### config.mk
export PLATFORM = sky130hd
export DESIGN_NAME = pmch_top
export DESIGN_NICKNAME = d
export VERILOG_FILES = /design/src/hdl/pmch_pkg.sv /design/src/hdl/pmch_top.sv /design/src/hdl/pmch_hdr_word.sv
export SDC_FILE = /design/constraint.sdc
export NUM_CORES = 1
export LEC_CHECK = 0
export BUFFER_PORTS_ARGS = -buffer_cell sky130_fd_sc_hd__buf_2
export CORE_UTILIZATION = 26
export DETAILED_ROUTE_END_ITERATION = 8
export GPL_TIMING_DRIVEN = 0
export HOLD_SLACK_MARGIN = 0.1
export PLACE_DENSITY = 0.9
export SLEW_MARGIN = 10
export SYNTH_ARGS = -nofsm -noshare
export SYNTH_HDL_FRONTEND = slang
export SYNTH_SLANG_ARGS = --single-unit
### constraint.sdc
create_clock -name CORE_CLK_IN -period 1.45 [get_ports CORE_CLK_IN]
set_clock_uncertainty 0.2 [all_clocks]
set_input_delay 0.145 -clock CORE_CLK_IN [delete_from_list [all_inputs] [get_ports CORE_CLK_IN]]
set_output_delay 0.145 -clock CORE_CLK_IN [all_outputs]
set_load 0.1 [all_outputs]
### src/hdl/pmch_pkg.sv
`default_nettype none

package pmch_pkg;

    ////////////////////////////////////////////////////////////////////////////
    // Configuration access geometry
    localparam int          CFG_ADDR_W      = 8;
    localparam int          CFG_DATA_W      = 32;
    localparam int          CFG_BE_W        = 4;

    // Dword offsets in configuration space
    localparam logic [7:0]  OFS_CAP_PTR     = 8'h34;
    localparam logic [7:0]  OFS_PM_HDR      = 8'h50;
    localparam logic [1:0]  DWORD_LSB_ZERO  = 2'h0;

    ////////////////////////////////////////////////////////////////////////////
    // Power-management capability header field positions
    localparam int          CAP_ID_LSB      = 0;
    localparam int          NEXT_PTR_LSB    = 8;
    localparam int          PM_VER_LSB      = 16;
    localparam int          PME_CLK_BIT     = 19;
    localparam int          RSVD_BIT        = 20;
    localparam int          DSI_BIT         = 21;
    localparam int          AUX_CUR_LSB     = 22;
    localparam int          D1_SUP_BIT      = 25;
    localparam int          D2_SUP_BIT      = 26;
    localparam int          PME_D0_BIT      = 27;
    localparam int          PME_D1_BIT      = 28;
    localparam int          PME_D2_BIT      = 29;
    localparam int          PME_D3HOT_BIT   = 30;
    localparam int          PME_D3COLD_BIT  = 31;

    // Field values
    localparam logic [7:0]  CAP_ID_PM       = 8'h01;
    localparam logic [7:0]  NEXT_PTR_LAST   = 8'h00;
    localparam logic [2:0]  PM_VER_1_2      = 3'h3;
    localparam logic [2:0]  AUX_CUR_NONE    = 3'h0;
    localparam logic        BIT_SET         = 1'b1;
    localparam logic        BIT_CLR         = 1'b0;

    // Capabilities pointer word: low byte points at the header, rest reserved
    localparam logic [31:0] CAP_PTR_WORD    = 32'h0000_0050;
    localparam logic [31:0] WORD_ZERO       = 32'h0000_0000;

    ////////////////////////////////////////////////////////////////////////////
    // Access sequencer states
    typedef enum logic [0:0]
    {
        ST_IDLE = 1'b0,
        ST_DONE = 1'b1
    } pmch_state_t;

endpackage

`default_nettype wire

### src/hdl/pmch_top.sv
// Notes on behaviour
// - Header is a read-only dword at offset 0x50; writes change nothing.
// - Bits 7:0 read 01h, the power-management capability identifier.
// - Bits 18:16 read 3'b011, interface version 1.2.
// - Bit 30 reads 1, wake event possible from D3 hot.
// - Bits 29, 28, 27 read 0, no wake from D2, D1, D0.
// - Bits 26 and 25 read 1, D2 and D1 states supported.
// - Bits 24:22 read 000, required while D3 cold wake is unsupported.
// - Bit 21 reads 0, no special initialisation after uninitialised D0.
// - Bit 20 is reserved and reads 0.
// - Bit 19 reads 1 when wake signalling needs the bus clock running.
// - Bit 31 reads 0, no D3 cold wake, matching zero auxiliary current.
// - Capabilities pointer at offset 0x34 reads 50h to reach this header.
`timescale 1ns/10ps
`default_nettype none

module pmch_top
#(
    parameter logic PME_CLOCK_DEP = 1'b1,
    parameter logic PME_D3COLD    = 1'b0
)
(
    // Clock, reset, enable
    input  wire logic                                CORE_CLK_IN,
    input  wire logic                                RESETN_IN,
    input  wire logic                                CLK_EN_IN,

    // Configuration access request
    input  wire logic                                CFG_RD_IN,
    input  wire logic                                CFG_WR_IN,
    input  wire logic [pmch_pkg::CFG_ADDR_W-1:0]     CFG_ADDR_IN,
    input  wire logic [pmch_pkg::CFG_BE_W-1:0]       CFG_BE_IN,
    input  wire logic [pmch_pkg::CFG_DATA_W-1:0]     CFG_WDATA_IN,

    // Configuration access answer
    output var  logic                                CFG_DONE_OUT,
    output var  logic                                CFG_HIT_OUT,
    output var  logic                                CFG_WR_DROP_OUT,
    output var  logic [pmch_pkg::CFG_DATA_W-1:0]     CFG_RDATA_OUT
);

    ////////////////////////////////////////////////////////////////////////////
    // Elaboration checks
    // Refuse settings that the constant word or the decode cannot serve

    generate
        if (PME_D3COLD != 1'b0)
        begin : g_bad_d3cold
            $error("D3 cold wake needs a nonzero auxiliary current field");
        end
        if (pmch_pkg::CFG_DATA_W != 32)
        begin : g_bad_width
            $error("Configuration data path must be 32 bits");
        end
        if (pmch_pkg::CFG_ADDR_W != $bits(pmch_pkg::OFS_PM_HDR))
        begin : g_bad_addr
            $error("Configuration offsets need an address as wide as the offset constants");
        end
        if (pmch_pkg::CFG_BE_W * $bits(byte) != pmch_pkg::CFG_DATA_W)
        begin : g_bad_be
            $error("One byte enable per data byte is required");
        end
        if ((pmch_pkg::OFS_PM_HDR[1:0] != pmch_pkg::DWORD_LSB_ZERO) ||
            (pmch_pkg::OFS_CAP_PTR[1:0] != pmch_pkg::DWORD_LSB_ZERO))
        begin : g_bad_align
            $error("Register offsets must be dword aligned");
        end
        if (pmch_pkg::CAP_PTR_WORD[pmch_pkg::CFG_ADDR_W-1:0] != pmch_pkg::OFS_PM_HDR)
        begin : g_bad_ptr
            $error("Capabilities pointer must lead to the header");
        end
    endgenerate

    ////////////////////////////////////////////////////////////////////////////
    // Constant header word

    logic [31:0] hdr_word;

    pmch_hdr_word
    #(
        .PME_CLOCK_DEP (PME_CLOCK_DEP),
        .PME_D3COLD    (PME_D3COLD)
    )
    u_hdr_word
    (
        .hdr_word_out  (hdr_word)
    );

    ////////////////////////////////////////////////////////////////////////////
    // Address decode

    logic        aligned;
    logic        sel_hdr;
    logic        sel_ptr;
    logic        req;
    logic        req_rd;
    logic        req_wr;
    logic [31:0] rd_word;

    always_comb
    begin
        aligned = (CFG_ADDR_IN[1:0] == pmch_pkg::DWORD_LSB_ZERO);
        sel_hdr = aligned && (CFG_ADDR_IN == pmch_pkg::OFS_PM_HDR);
        sel_ptr = aligned && (CFG_ADDR_IN == pmch_pkg::OFS_CAP_PTR);
        req     = CFG_RD_IN || CFG_WR_IN;
        req_rd  = CFG_RD_IN;
        // Both strobes together are served as a read
        req_wr  = CFG_WR_IN && !CFG_RD_IN;
        // Unknown offsets read as zero but still complete
        if (sel_hdr)
        begin
            rd_word = hdr_word;
        end
        else if (sel_ptr)
        begin
            rd_word = pmch_pkg::CAP_PTR_WORD;
        end
        else
        begin
            rd_word = pmch_pkg::WORD_ZERO;
        end
    end

    ////////////////////////////////////////////////////////////////////////////
    // Access sequencer
    // A request is taken in idle; done then stands for one enabled cycle,
    // and a request still held during that cycle is not taken twice.

    pmch_pkg::pmch_state_t state_r;
    pmch_pkg::pmch_state_t state_nxt;
    logic                  done_r;
    logic                  done_nxt;
    logic                  hit_r;
    logic                  hit_nxt;
    logic                  drop_r;
    logic                  drop_nxt;
    logic [31:0]           rdata_r;
    logic [31:0]           rdata_nxt;

    always_comb
    begin
        state_nxt = state_r;
        done_nxt  = 1'b0;
        hit_nxt   = 1'b0;
        drop_nxt  = 1'b0;
        rdata_nxt = pmch_pkg::WORD_ZERO;
        case (state_r)
            pmch_pkg::ST_IDLE:
            begin
                if (req)
                begin
                    state_nxt = pmch_pkg::ST_DONE;
                    done_nxt  = 1'b1;
                    hit_nxt   = sel_hdr || sel_ptr;
                    if (req_rd)
                    begin
                        rdata_nxt = rd_word;
                    end
                    if (req_wr)
                    begin
                        drop_nxt = 1'b1;
                    end
                end
            end
            pmch_pkg::ST_DONE:
            begin
                // A request still held here is not taken again
                state_nxt = pmch_pkg::ST_IDLE;
            end
            default:
            begin
                // Unused code falls back to idle
                state_nxt = pmch_pkg::ST_IDLE;
            end
        endcase
    end

    always_ff @(posedge CORE_CLK_IN)
    begin
        // Reset takes effect even while the clock enable is low
        if (!RESETN_IN)
        begin
            state_r <= pmch_pkg::ST_IDLE;
            done_r  <= 1'b0;
            hit_r   <= 1'b0;
            drop_r  <= 1'b0;
            rdata_r <= pmch_pkg::WORD_ZERO;
        end
        else if (CLK_EN_IN)
        begin
            state_r <= state_nxt;
            done_r  <= done_nxt;
            hit_r   <= hit_nxt;
            drop_r  <= drop_nxt;
            rdata_r <= rdata_nxt;
        end
    end

    ////////////////////////////////////////////////////////////////////////////
    // Outputs

    // Write data and byte enables are accepted but never stored
    logic unused_ok;

    always_comb
    begin
        unused_ok = ^{CFG_WDATA_IN, CFG_BE_IN};
    end

    always_comb
    begin
        CFG_DONE_OUT    = done_r;
        CFG_HIT_OUT     = hit_r;
        CFG_WR_DROP_OUT = drop_r;
        CFG_RDATA_OUT   = rdata_r;
    end

endmodule

`default_nettype wire

### src/hdl/pmch_hdr_word.sv
`timescale 1ns/10ps
`default_nettype none

module pmch_hdr_word
#(
    parameter logic PME_CLOCK_DEP = 1'b1,
    parameter logic PME_D3COLD    = 1'b0
)
(
    // Assembled header word
    output var logic [31:0] hdr_word_out
);

    always_comb
    begin
        hdr_word_out = pmch_pkg::WORD_ZERO;
        hdr_word_out[pmch_pkg::CAP_ID_LSB +: 8]   = pmch_pkg::CAP_ID_PM;
        hdr_word_out[pmch_pkg::NEXT_PTR_LSB +: 8] = pmch_pkg::NEXT_PTR_LAST;
        hdr_word_out[pmch_pkg::PM_VER_LSB +: 3]   = pmch_pkg::PM_VER_1_2;
        hdr_word_out[pmch_pkg::PME_CLK_BIT]       = PME_CLOCK_DEP;
        hdr_word_out[pmch_pkg::RSVD_BIT]          = pmch_pkg::BIT_CLR;
        hdr_word_out[pmch_pkg::DSI_BIT]           = pmch_pkg::BIT_CLR;
        hdr_word_out[pmch_pkg::AUX_CUR_LSB +: 3]  = pmch_pkg::AUX_CUR_NONE;
        hdr_word_out[pmch_pkg::D1_SUP_BIT]        = pmch_pkg::BIT_SET;
        hdr_word_out[pmch_pkg::D2_SUP_BIT]        = pmch_pkg::BIT_SET;
        hdr_word_out[pmch_pkg::PME_D0_BIT]        = pmch_pkg::BIT_CLR;
        hdr_word_out[pmch_pkg::PME_D1_BIT]        = pmch_pkg::BIT_CLR;
        hdr_word_out[pmch_pkg::PME_D2_BIT]        = pmch_pkg::BIT_CLR;
        hdr_word_out[pmch_pkg::PME_D3HOT_BIT]     = pmch_pkg::BIT_SET;
        hdr_word_out[pmch_pkg::PME_D3COLD_BIT]    = PME_D3COLD;
    end

endmodule

`default_nettype wire

Word level (Yosys, flattened, before mapping)

Index checks and enable logic that the tools add are counted.

Flip-flop bits (word level): 36
Input port bits: 49

Eq/ne operators: 2
Muxes and demuxes: 13
Bitwise logic cells: 1
Reductions and logical operators: 7

Operators with widths:

| operator                                       | count |
|---|---|
| 2-to-1 mux 32 bit                              | 3 |
| 2-to-1 mux 31 bit                              | 1 |
| == test 8 x 6 -> 1 bit (second input constant) | 1 |
| == test 8 x 7 -> 1 bit (second input constant) | 1 |
| 2-to-1 mux 1 bit                               | 7 |
| 2-to-1 mux 7 bit                               | 1 |
| logical AND 1 bit                              | 3 |
| zero test 2 bit                                | 1 |
| logical OR 1 bit                               | 2 |
| one-hot mux 1 bit (2 select lines)             | 1 |
| zero test 1 bit                                | 1 |
| NOT 1 bit                                      | 1 |

Depth between registers and ports, before layout

Gate-level depths: netlist (run 1).

Depth after elaboration: 7
Gate-level depth with buffers: 3
Gate-level depth less buffers: 3

Hierarchy

Synthesis (run 1) repeated with hierarchy kept, for this count alone.

Cells, all modules: 232
Area total of the unflattened synthesis: 1,931.9 µm²

Modules (own cells, without submodules):

| module        | times used | cells an instance | area each (µm²) | seq. area each (µm²) |
|---|---|---|---|---|
| pmch_top      | 1          | 198               | 1,684.1         | 700.7 |
| pmch_hdr_word | 1          | 34                | 247.7           | 0.0 |

Worst setup path after synthesis (run 1)

No wires, ideal clock.

Path kind: register -> register
Start point: reg state_r
End point: reg drop_r, in the netlist CFG_WR_DROP_OUT
Setup time: 115 ps
Data arrival time: 1,524 ps
Data required time: 1,135 ps
Slack: -389 ps
Stages on the path, launching flop included: 4
Path buffers: 0
Period minus slack after synthesis: 1,839 ps
Path through: dfxtp_1 and2b_4 and3b_1 o21a_1

Cells in the longest elaborated chain, start to end: 1

RTL lines:

| element                | line            | text |
|---|---|---|
| from (decl)            | pmch_top.sv:129 | `pmch_pkg::pmch_state_t state_r;` |
| from (signal assigned) | pmch_top.sv:183 | `state_r <= pmch_pkg::ST_IDLE;` |
| from (signal assigned) | pmch_top.sv:191 | `state_r <= state_nxt;` |
| 2-to-1 mux 1 bit       | pmch_top.sv:147 | `case (state_r)` |
| to (signal assigned)   | pmch_top.sv:194 | `drop_r <= drop_nxt;` |
| to (decl)              | pmch_top.sv:135 | `logic drop_r;` |

No other way between the ends.
A chain may end at the register's enable or synchronous reset.

==> out/metrics.csv, run 1 <==
metric,value,unit
biggest fanout along the worst timing path,8,
maximum count of clock buffers along a single path,2,
fin worst setup slack,58.3,ps
max incr delay on CP,390,ps
simple-gate share of the synthesized area,0.240,
most frequent cell on the critical path,buf_4,
synthesized netlist cell count,60,
RSZ-0062 raised after global routing,false,
number of levels the H-tree was split into,1,
port bufs,23,
element type at the critical path start,flop,
xor and xnor area share after synthesis,0,
register bit count reported by yosys,5,
adder and majority cell fraction of the synthesized area,0,
initial core utilization,0.280,
critical path cell sequence,buf_4 > buf_4,
placement row count,15,
Pre-Repair DR Iteration Count,4,
worst-skew pair later-pin latency,250,ps
"IR drop worst, VDD",0.391,mV
# clock sinks,5,
largest area contributor in the synthesized netlist,buf_4,
gr ovfl total,0,
worst min-delay path category,in -> reg,
drt wl/cell,8.29,um
number of max-cap violations,0,
clock tree from TritonCTS,yes,
die area,2060,um^2
"non-filler cells, final",145,
vias after detailed routing,512,
minimum clock period after layout,1390,ps
I/O pins,84,
fin crit share,0.960,
clock root buffer,clkbuf_4,
clock transition at the registers of the reported paths,40,ps
number of global-route vias before repair,432,
height of the die,45.4,um
max layer used,met4,
Syn Area/Cell,8.15,um^2
fraction of synthesized area in multiplexers,0,
Detailed Place HPWL,879,um
Crit Path Category,reg -> out,
number of clock buffers inserted by TritonCTS,3,
share of the synthesized area in compound gates (AO/OA/AOI/OAI),0.0767,
global-route wire length before repair,1700,um
hold slack,106,ps
Chip Width,45.4,um
GR Util All Layers,0.127,
routability cong.,0.689,
number of antenna violations at the first check in global routing,0,
number of endpoints with negative hold slack in the final report,0,
cells taking the most area after synthesis,"buf_4 (46%), dfxtp_1 (20%), and2b_2 (3.6%), and3b_1 (3.6%), nand2_1 (3.1%)",
buffers inserted during post-CTS setup optimization,0,
amount of wire on met3 after detailed routing,118,um
aggregate negative setup slack,0,ps
run status,"finished, final reports clean",
data required time of the worst path,1110,ps
count of cell types in the netlist,19,
nets,170,
total DRC errors in the routed layout,0,
sequential cell area fraction in the yosys report,0.205,
Core Footprint,1750,um^2
first-iteration detailed-routing DRC count,6,
Final Slew Violations,0,
Final setup viols,0,
power density over the cells,809,nW/um^2
fraction of final layout cells with drive strength greater than 1,0.558,
via/cell ratio,3.53,
"Area growth, synth to finish",80.8,%
leakage power,0.506,nW
post-layout power,0.716,mW
summed instance area of the synthesized netlist,489,um^2
placed cells,130,
total met2 wirelength after detailed routing,701,um
count of yosys warnings during synthesis,0,
Max Clk Rate,719,MHz
DRT antenna net count,0,
WL final,1200,um
wl on met1,354,um
element type at the critical path end,primary output,
largest net degree at the start of global routing,9,
portion of synthesized cell area occupied by the leading cell type,0.460,
placement-stage worst setup slack,194,ps
number of antenna cells inserted,0,
worst endpoint data arrival time,1050,ps
critical-path cell with the highest stage delay,dfxtp_2,
largest family of logic cells by synthesized area,buffers and inverters,
-- per-layer routing --
layer  global-route usage  vias up
met3               0.0437        4
met4               0.0909        0
met2                0.264       33
li1                     -      264
met5                    0        -
met1               0.0889      211
-- cell type report --
cell class                      count  area (um^2)
Tap cell                           25         31.3
Sequential cell                     5          105
Multi-Input combinational cell     46          246
Fill cell                         169          861
Timing Repair Buffer               34          245
Clock buffer                        4         26.3
Buffer                             31          230
-- path summary, 6_finish.rpt --
kind	startpoint	end	slack, ps	depth (start not counted)
setup / recovery	CFG_RDATA_OUT[26]	CFG_RDATA_OUT[25]	60	2
hold / removal	CFG_ADDR_IN[6]	CFG_RDATA_OUT[26]	110	4
setup reg to reg	state_r	CFG_WR_DROP_OUT	310	3
hold reg to reg	CFG_HIT_OUT	CFG_HIT_OUT	270	2
-- where the power goes --
part	leakage [nW]	switching (mW)	total (mW)	internal (mW)
Combinational	0.448	0.315	0.404	0.0896
Sequential	0.0425	0.00181	0.143	0.141
Clock	0.0150	0.0637	0.168	0.104
Total	0.506	0.380	0.716	0.335
-- worst max-delay path, delay by kind of cell, from the launching register on --
kind,cells,cell delay [ps]
buffers and inverters,2,410
DFF,1,390
-- through the flow --
step / area, um^2 / util
floorplan: 577 / -
global placement: 723 / 0.414
detailed placement: 723 / 0.414
CTS: 875 / 0.501
global route: 885 / 0.507
finish: 885 / 0.507
-- repair_timing --
item,in CTS,in global routing
gates resized for setup,6,3
hold endpoints to repair,5,0
hold buffers,11,0
setup endpoints to repair,6,4
-- Yosys cell counts --
cell type,n
clkbuf_2,1
nand3b_1,2
nor3_1,1
or2_2,1
conb_1,1
o21ai_1,2
nor3b_2,1
a21oi_1,1
nand4_1,1
buf_4,30
dfxtp_1,5
and2b_4,1
nor2b_1,2
and3b_1,2
o22ai_1,1
o2111ai_1,1
nand2_1,4
and2b_2,2
o21a_1,1
-- state kept, by name, summed over array words and instances (netlist names) --
| register | count |
|---|---|
| CFG_HIT_OUT | 1 |
| CFG_RDATA_OUT | 2 |
| CFG_WR_DROP_OUT | 1 |
| state_r | 1 |
-- cells in the final DEF, fill, tap and decap left out, types with 2 or more instances in the layout --
master / Yosys / routed
conb_1: 1 / 23
nand3b_1: 2 / 2
dfxtp_2: 0 / 4
dlygate4sd3_1: 0 / 11
clkbuf_4: 0 / 5
buf_4: 30 / 36
buf_2: 0 / 15
and3b_1: 2 / 2
and2b_2: 2 / 2
nor2b_1: 2 / 2
nand2_1: 4 / 4
o21ai_1: 2 / 2
-- logic make-up after synthesis --
| family | count (synthesis) |
|---|---|
| and+or+nand+nor | 17 |
| DFF | 5 |
| AOI/OAI and AO/OA | 6 |
| buffers and inverters | 31 |
| other | 1 |
(Power assumes the default switching activity.)
==> run 2: changes to the inputs <==
--- a/config.mk
+++ b/config.mk
@@ -5,12 +5,14 @@
 export SDC_FILE = /design/constraint.sdc
 export NUM_CORES = 1
 export LEC_CHECK = 0
+export ABC_CLOCK_PERIOD_IN_PS = 1450
 export BUFFER_PORTS_ARGS = -buffer_cell sky130_fd_sc_hd__buf_2
 export CORE_UTILIZATION = 26
 export DETAILED_ROUTE_END_ITERATION = 8
-export GPL_TIMING_DRIVEN = 0
+export GPL_TIMING_DRIVEN = 1
 export HOLD_SLACK_MARGIN = 0.1
 export PLACE_DENSITY = 0.9
+export REMOVE_ABC_BUFFERS = 1
 export SLEW_MARGIN = 10
 export SYNTH_ARGS = -nofsm -noshare
 export SYNTH_HDL_FRONTEND = slang
==> out/metrics.csv, run 2 (synthesis gave the netlist of run 1 again) <==
metric,value,unit,change
Crit Reg-Reg Endpoint,CFG_WR_DROP_OUT,,
I/O pins,84,,unchanged
number of global-route vias before repair,340,,-21%
largest net degree at the start of global routing,9,,unchanged
RSZ-0062 raised after global routing,false,,
number of antenna violations at the first check in global routing,0,,unchanged
initial core utilization,0.280,,unchanged
DRT antenna net count,0,,unchanged
placement-stage worst setup slack,292,ps,+98.0 ps
fin crit share,0.951,,-0.00903
setup slack of the worst register-to-register path,290,ps,-20 ps
most used cells in the layout excluding fill and tap cells,"conb_1 (23), buf_2 (17), dlygate4sd3_1 (11), buf_12 (7), dfxtp_1 (5)",,
biggest fanout along the worst timing path,6,,-2
Final setup viols,0,,unchanged
Core Footprint,1750,um^2,unchanged
buffers inserted during post-CTS setup optimization,0,,unchanged
final standard cell utilization of the core,0.428,,-0.0789
number of levels the H-tree was split into,1,,unchanged
minimum clock period after layout,1380,ps,-13.1 ps
first-iteration detailed-routing DRC count,0,,-6
worst endpoint data arrival time,1320,ps,+270 ps
fin worst setup slack,71.4,ps,+13.1 ps
drt wl/cell,7.39,um,-11%
Chip Width,45.4,um,unchanged
maximum count of clock buffers along a single path,2,,unchanged
clock tree from TritonCTS,yes,,
global-route wire length before repair,1350,um,-21%
clock root buffer,clkbuf_4,,
die area,2060,um^2,unchanged
placed cells,101,,-22%
worst min-delay path category,in -> reg,,
"IR drop worst, VDD",0.524,mV,+34%
element type at the critical path end,flop,,
number of endpoints with negative hold slack in the final report,0,,unchanged
WL final,857,um,-29%
Crit Path Category,in -> reg,,
nets,141,,-17%
Critical path destination,CFG_WR_DROP_OUT,,
run status,"finished, final reports clean",,
GR Util All Layers,0.0958,,-0.0312
"non-filler cells, final",116,,-20%
Pre-Repair DR Iteration Count,1,,-3
power density over the cells,883,nW/um^2,+9.1%
number of max-cap violations,0,,unchanged
placement row count,15,,unchanged
Largest register FFs,2,,unchanged
fraction of final layout cells with drive strength greater than 1,0.374,,-0.185
total DRC errors in the routed layout,0,,unchanged
Max Clk Rate,725,MHz,+0.95%
hold slack,115,ps,+9.56 ps
gr ovfl total,0,,unchanged
element type at the critical path start,primary input,,
data required time of the worst path,1390,ps,+280 ps
leakage power,0.365,nW,-28%
reg2reg path depth,3,,unchanged
height of the die,45.4,um,unchanged
number of antenna cells inserted,0,,unchanged
"leading cell type in the layout, fill and taps excluded",conb_1,,
# clock sinks,5,,unchanged
via/cell ratio,3.56,,+0.83%
routability cong.,0.780,,+13%
launching element of the worst setup path,CLK_EN_IN,,
Final Slew Violations,0,,unchanged
post-layout power,0.659,mW,-7.9%
port bufs,24,,+4.3%
clock transition at the registers of the reported paths,40,ps,about the same
Detailed Place HPWL,699,um,-21%
Reg2Reg Launch Point,state_r,,
"Area growth, synth to finish",52.7,%,
vias after detailed routing,413,,-19%
worst-skew pair later-pin latency,240,ps,about the same
number of clock buffers inserted by TritonCTS,3,,unchanged
[run 2: cell types whose count changed in the layout (fill, tap and decap cells not counted), sizes merged]
cell	previous run	this run
buf	51	25
clkbuf	7	4
[run 2: cell type report]
cell class                      instances  area (um^2)
Clock buffer                            4         26.3
Fill cell                             185          998
Multi-Input combinational cell         46          246
Sequential cell                         5          100
Tap cell                               25         31.3
Timing Repair Buffer                   36          343
[run 2: how the worst min path moves through the flow]
stage                                    to           start  cells past startpoint
final                     CFG_RDATA_OUT[26]  CFG_ADDR_IN[6]                      4
after global routing      CFG_RDATA_OUT[26]  CFG_ADDR_IN[6]                      4
after CTS                 CFG_RDATA_OUT[26]  CFG_ADDR_IN[6]                      4
after detailed placement        CFG_HIT_OUT       CLK_EN_IN                      2
after global placement          CFG_HIT_OUT       CLK_EN_IN                      2
after floorplan                 CFG_HIT_OUT       CLK_EN_IN                      1
[run 2: metal layers]
layer  vias up  part of all wire  global-route usage
met1       173              0.31              0.0821
met3         4              0.10              0.0278
li1        205                 -                   -
met2        31              0.55               0.174
met5         -                 0                   0
met4         0             0.040              0.0909
[run 2: repair_timing]
action / CTS / global route
hold buffers: 11 / 0
endpoints found under the hold margin: 5 / 0
endpoints found under the setup margin: 0 / 3
resized for setup: 0 / 1
[run 2: metrics by stage]
stage               area [um^2]  setup TNS [ps]
floorplan                   342          -32200
global placement            606               0
detailed placement          606               0
CTS                         742               0
global route                747               0
finish                      747               0
[run 2: power by group]
part           internal (mW)  total, mW  switching (mW)  leakage, nW
registers              0.141      0.143         0.00155       0.0406
logic                 0.0475      0.353           0.305        0.310
clock network          0.104      0.164          0.0596       0.0150
total                  0.293      0.659           0.367        0.365
[run 2: worst max-delay path, cell delays in order]
cell           delay [ps]
dlygate4sd3_1         530
buf_2                 150
and2b_4               180
and3b_1               160
o21a_1                160
==> run 3: changes to the inputs <==
--- a/config.mk
+++ b/config.mk
@@ -9,7 +9,8 @@
 export BUFFER_PORTS_ARGS = -buffer_cell sky130_fd_sc_hd__buf_2
 export CORE_UTILIZATION = 26
 export DETAILED_ROUTE_END_ITERATION = 8
-export GPL_TIMING_DRIVEN = 1
+export GPL_ROUTABILITY_DRIVEN = 0
+export GPL_TIMING_DRIVEN = 0
 export HOLD_SLACK_MARGIN = 0.1
 export PLACE_DENSITY = 0.9
 export REMOVE_ABC_BUFFERS = 1
==> out/metrics.csv, run 3 (synthesis gave the netlist of run 1 again) <==
metric,value,unit,change
run status,"complete, but fails checks",,
violations in the final reports,negative setup slack,,
clock root buffer,clkbuf_4,,
drt wl/cell,7.68,um,+3.9%
biggest fanout along the worst timing path,8,,+2
Detailed Place HPWL,691,um,-1.2%
fraction of final layout cells with drive strength greater than 1,0.378,,+0.00415
height of the die,45.4,um,unchanged
buffers inserted during post-CTS setup optimization,0,,unchanged
"non-filler cells, final",115,,-0.86%
placement row count,15,,unchanged
element type at the critical path end,primary output,,
final design instance area without fill,647,um^2,-13%
number of endpoints with negative hold slack in the final report,0,,unchanged
Pre-Repair DR Iteration Count,1,,unchanged
most used cells in the layout excluding fill and tap cells,"buf_2 (24), conb_1 (23), dlygate4sd3_1 (11), dfxtp_1 (5), nand2_1 (4)",,
clock transition at the registers of the reported paths,50,ps,about the same
# clock sinks,5,,unchanged
number of clock buffers inserted by TritonCTS,3,,unchanged
Final Slew Violations,0,,unchanged
"leading cell type in the layout, fill and taps excluded",buf_2,,
Largest register FFs,2,,unchanged
critical path cell sequence,buf_2,,
largest net degree at the start of global routing,9,,unchanged
initial core utilization,0.280,,unchanged
number of antenna cells inserted,0,,unchanged
worst-skew pair later-pin latency,240,ps,about the same
vias after detailed routing,413,,unchanged
DRT antenna net count,0,,unchanged
total DRC errors in the routed layout,0,,unchanged
"Area growth, synth to finish",32.2,%,
clock tree from TritonCTS,yes,,
max incr delay on CP,460,ps,-70 ps
placed cells,100,,-0.99%
number of antenna violations at the first check in global routing,0,,unchanged
number of max-cap violations,0,,unchanged
worst endpoint data arrival time,1110,ps,-210 ps
via/cell ratio,3.59,,+0.87%
cell area after placement,493,um^2,-19%
global-route wire length before repair,1290,um,-4.6%
number of levels the H-tree was split into,1,,unchanged
data required time of the worst path,1110,ps,-280 ps
final standard cell utilization of the core,0.371,,-0.0573
number of buffer and inverter instances along the worst setup path,1,,-1
aggregate negative setup slack,-45.2,ps,-45.2 ps
die area,2060,um^2,unchanged
Core Footprint,1750,um^2,unchanged
hold slack,109,ps,-6.64 ps
element type at the critical path start,flop,,
GR Util All Layers,0.0885,,-0.00729
I/O pins,84,,unchanged
power density over the cells,1020,nW/um^2,+16%
nets,140,,-0.71%
Chip Width,45.4,um,unchanged
"IR drop worst, VDD",0.457,mV,-13%
minimum clock period after layout,1460,ps,+79.4 ps
gr ovfl total,0,,unchanged
first-iteration detailed-routing DRC count,0,,unchanged
maximum count of clock buffers along a single path,2,,unchanged
fin worst setup slack,-8.02,ps,-79.4 ps
critical-path cell with the highest stage delay,buf_2,,
number of global-route vias before repair,342,,+0.59%
port bufs,24,,unchanged
WL final,883,um,+3.0%
leakage power,0.345,nW,-5.4%
Crit Path Category,reg -> out,,
Max Clk Rate,686,MHz,-5.4%
Final setup viols,7,,+7
fin crit share,1.01,,+0.0548
worst min-delay path category,in -> reg,,
RSZ-0062 raised after global routing,true,,
kind of cell adding the most delay to the critical path,buffers and inverters,,
## run 3: cell count changes in the layout (fill, tap and decap cells not counted), sizes merged
cell  before  now
buf       25   24
## run 3: power breakdown
group          internal [mW]  total, mW  switching [mW]  leakage (nW)
sequential             0.141      0.143         0.00166        0.0406
combinational         0.0487      0.357           0.308         0.290
clock                  0.104      0.163          0.0584        0.0150
total                  0.294      0.662           0.368         0.345
## run 3: layer usage
| layer | global-route usage | vias to the layer above | part of all wire |
|---|---|---|---|
| met1 | 0.0728 | 177 | 0.34 |
| met4 | 0.0364 | 0 | 0.0091 |
| met2 | 0.188 | 32 | 0.55 |
| li1 | - | 202 | - |
| met3 | 0.0238 | 2 | 0.091 |
| met5 | 0 | - | 0 |
## run 3: metrics by stage
step	power [mW]	setup WS, ps
2_1_floorplan	0.446	-3950
3_3_place_gp	0.471	253
3_5_place_dp	0.473	226
4_1_cts	0.656	-29.1
5_1_grt	0.692	-83.0
6_report	0.662	-8.02
## run 3: final timing paths
| kind | cells after the start | slack [ps] | to | start |
|---|---|---|---|---|
| setup / recovery | 1 | -8 | CFG_RDATA_OUT[25] | CFG_RDATA_OUT[26] |
| hold / removal | 4 | 110 | CFG_RDATA_OUT[26] | CFG_ADDR_IN[6] |
| setup reg to reg | 3 | 290 | CFG_WR_DROP_OUT | state_r |
| hold reg to reg | 2 | 270 | CFG_HIT_OUT | CFG_HIT_OUT |
## run 3: worst min-delay path: stages
cell     delay [ps]
buf_2           100
nor3b_4         150
nand2_1          60
o21ai_1          50
## run 3: final cells by class
type                            instances  area (um^2)
Multi-Input combinational cell         46          259
Clock buffer                            4         26.3
Fill cell                             182         1100
Timing Repair Buffer                   35          230
Tap cell                               25         31.3
Sequential cell                         5          100
## run 3: repair_timing
item / CTS / global route
endpoints found under the hold margin: 5 / 0
gates resized for setup: 0 / 3
endpoints found under the setup margin: 7 / 10
hold buffers: 11 / 0
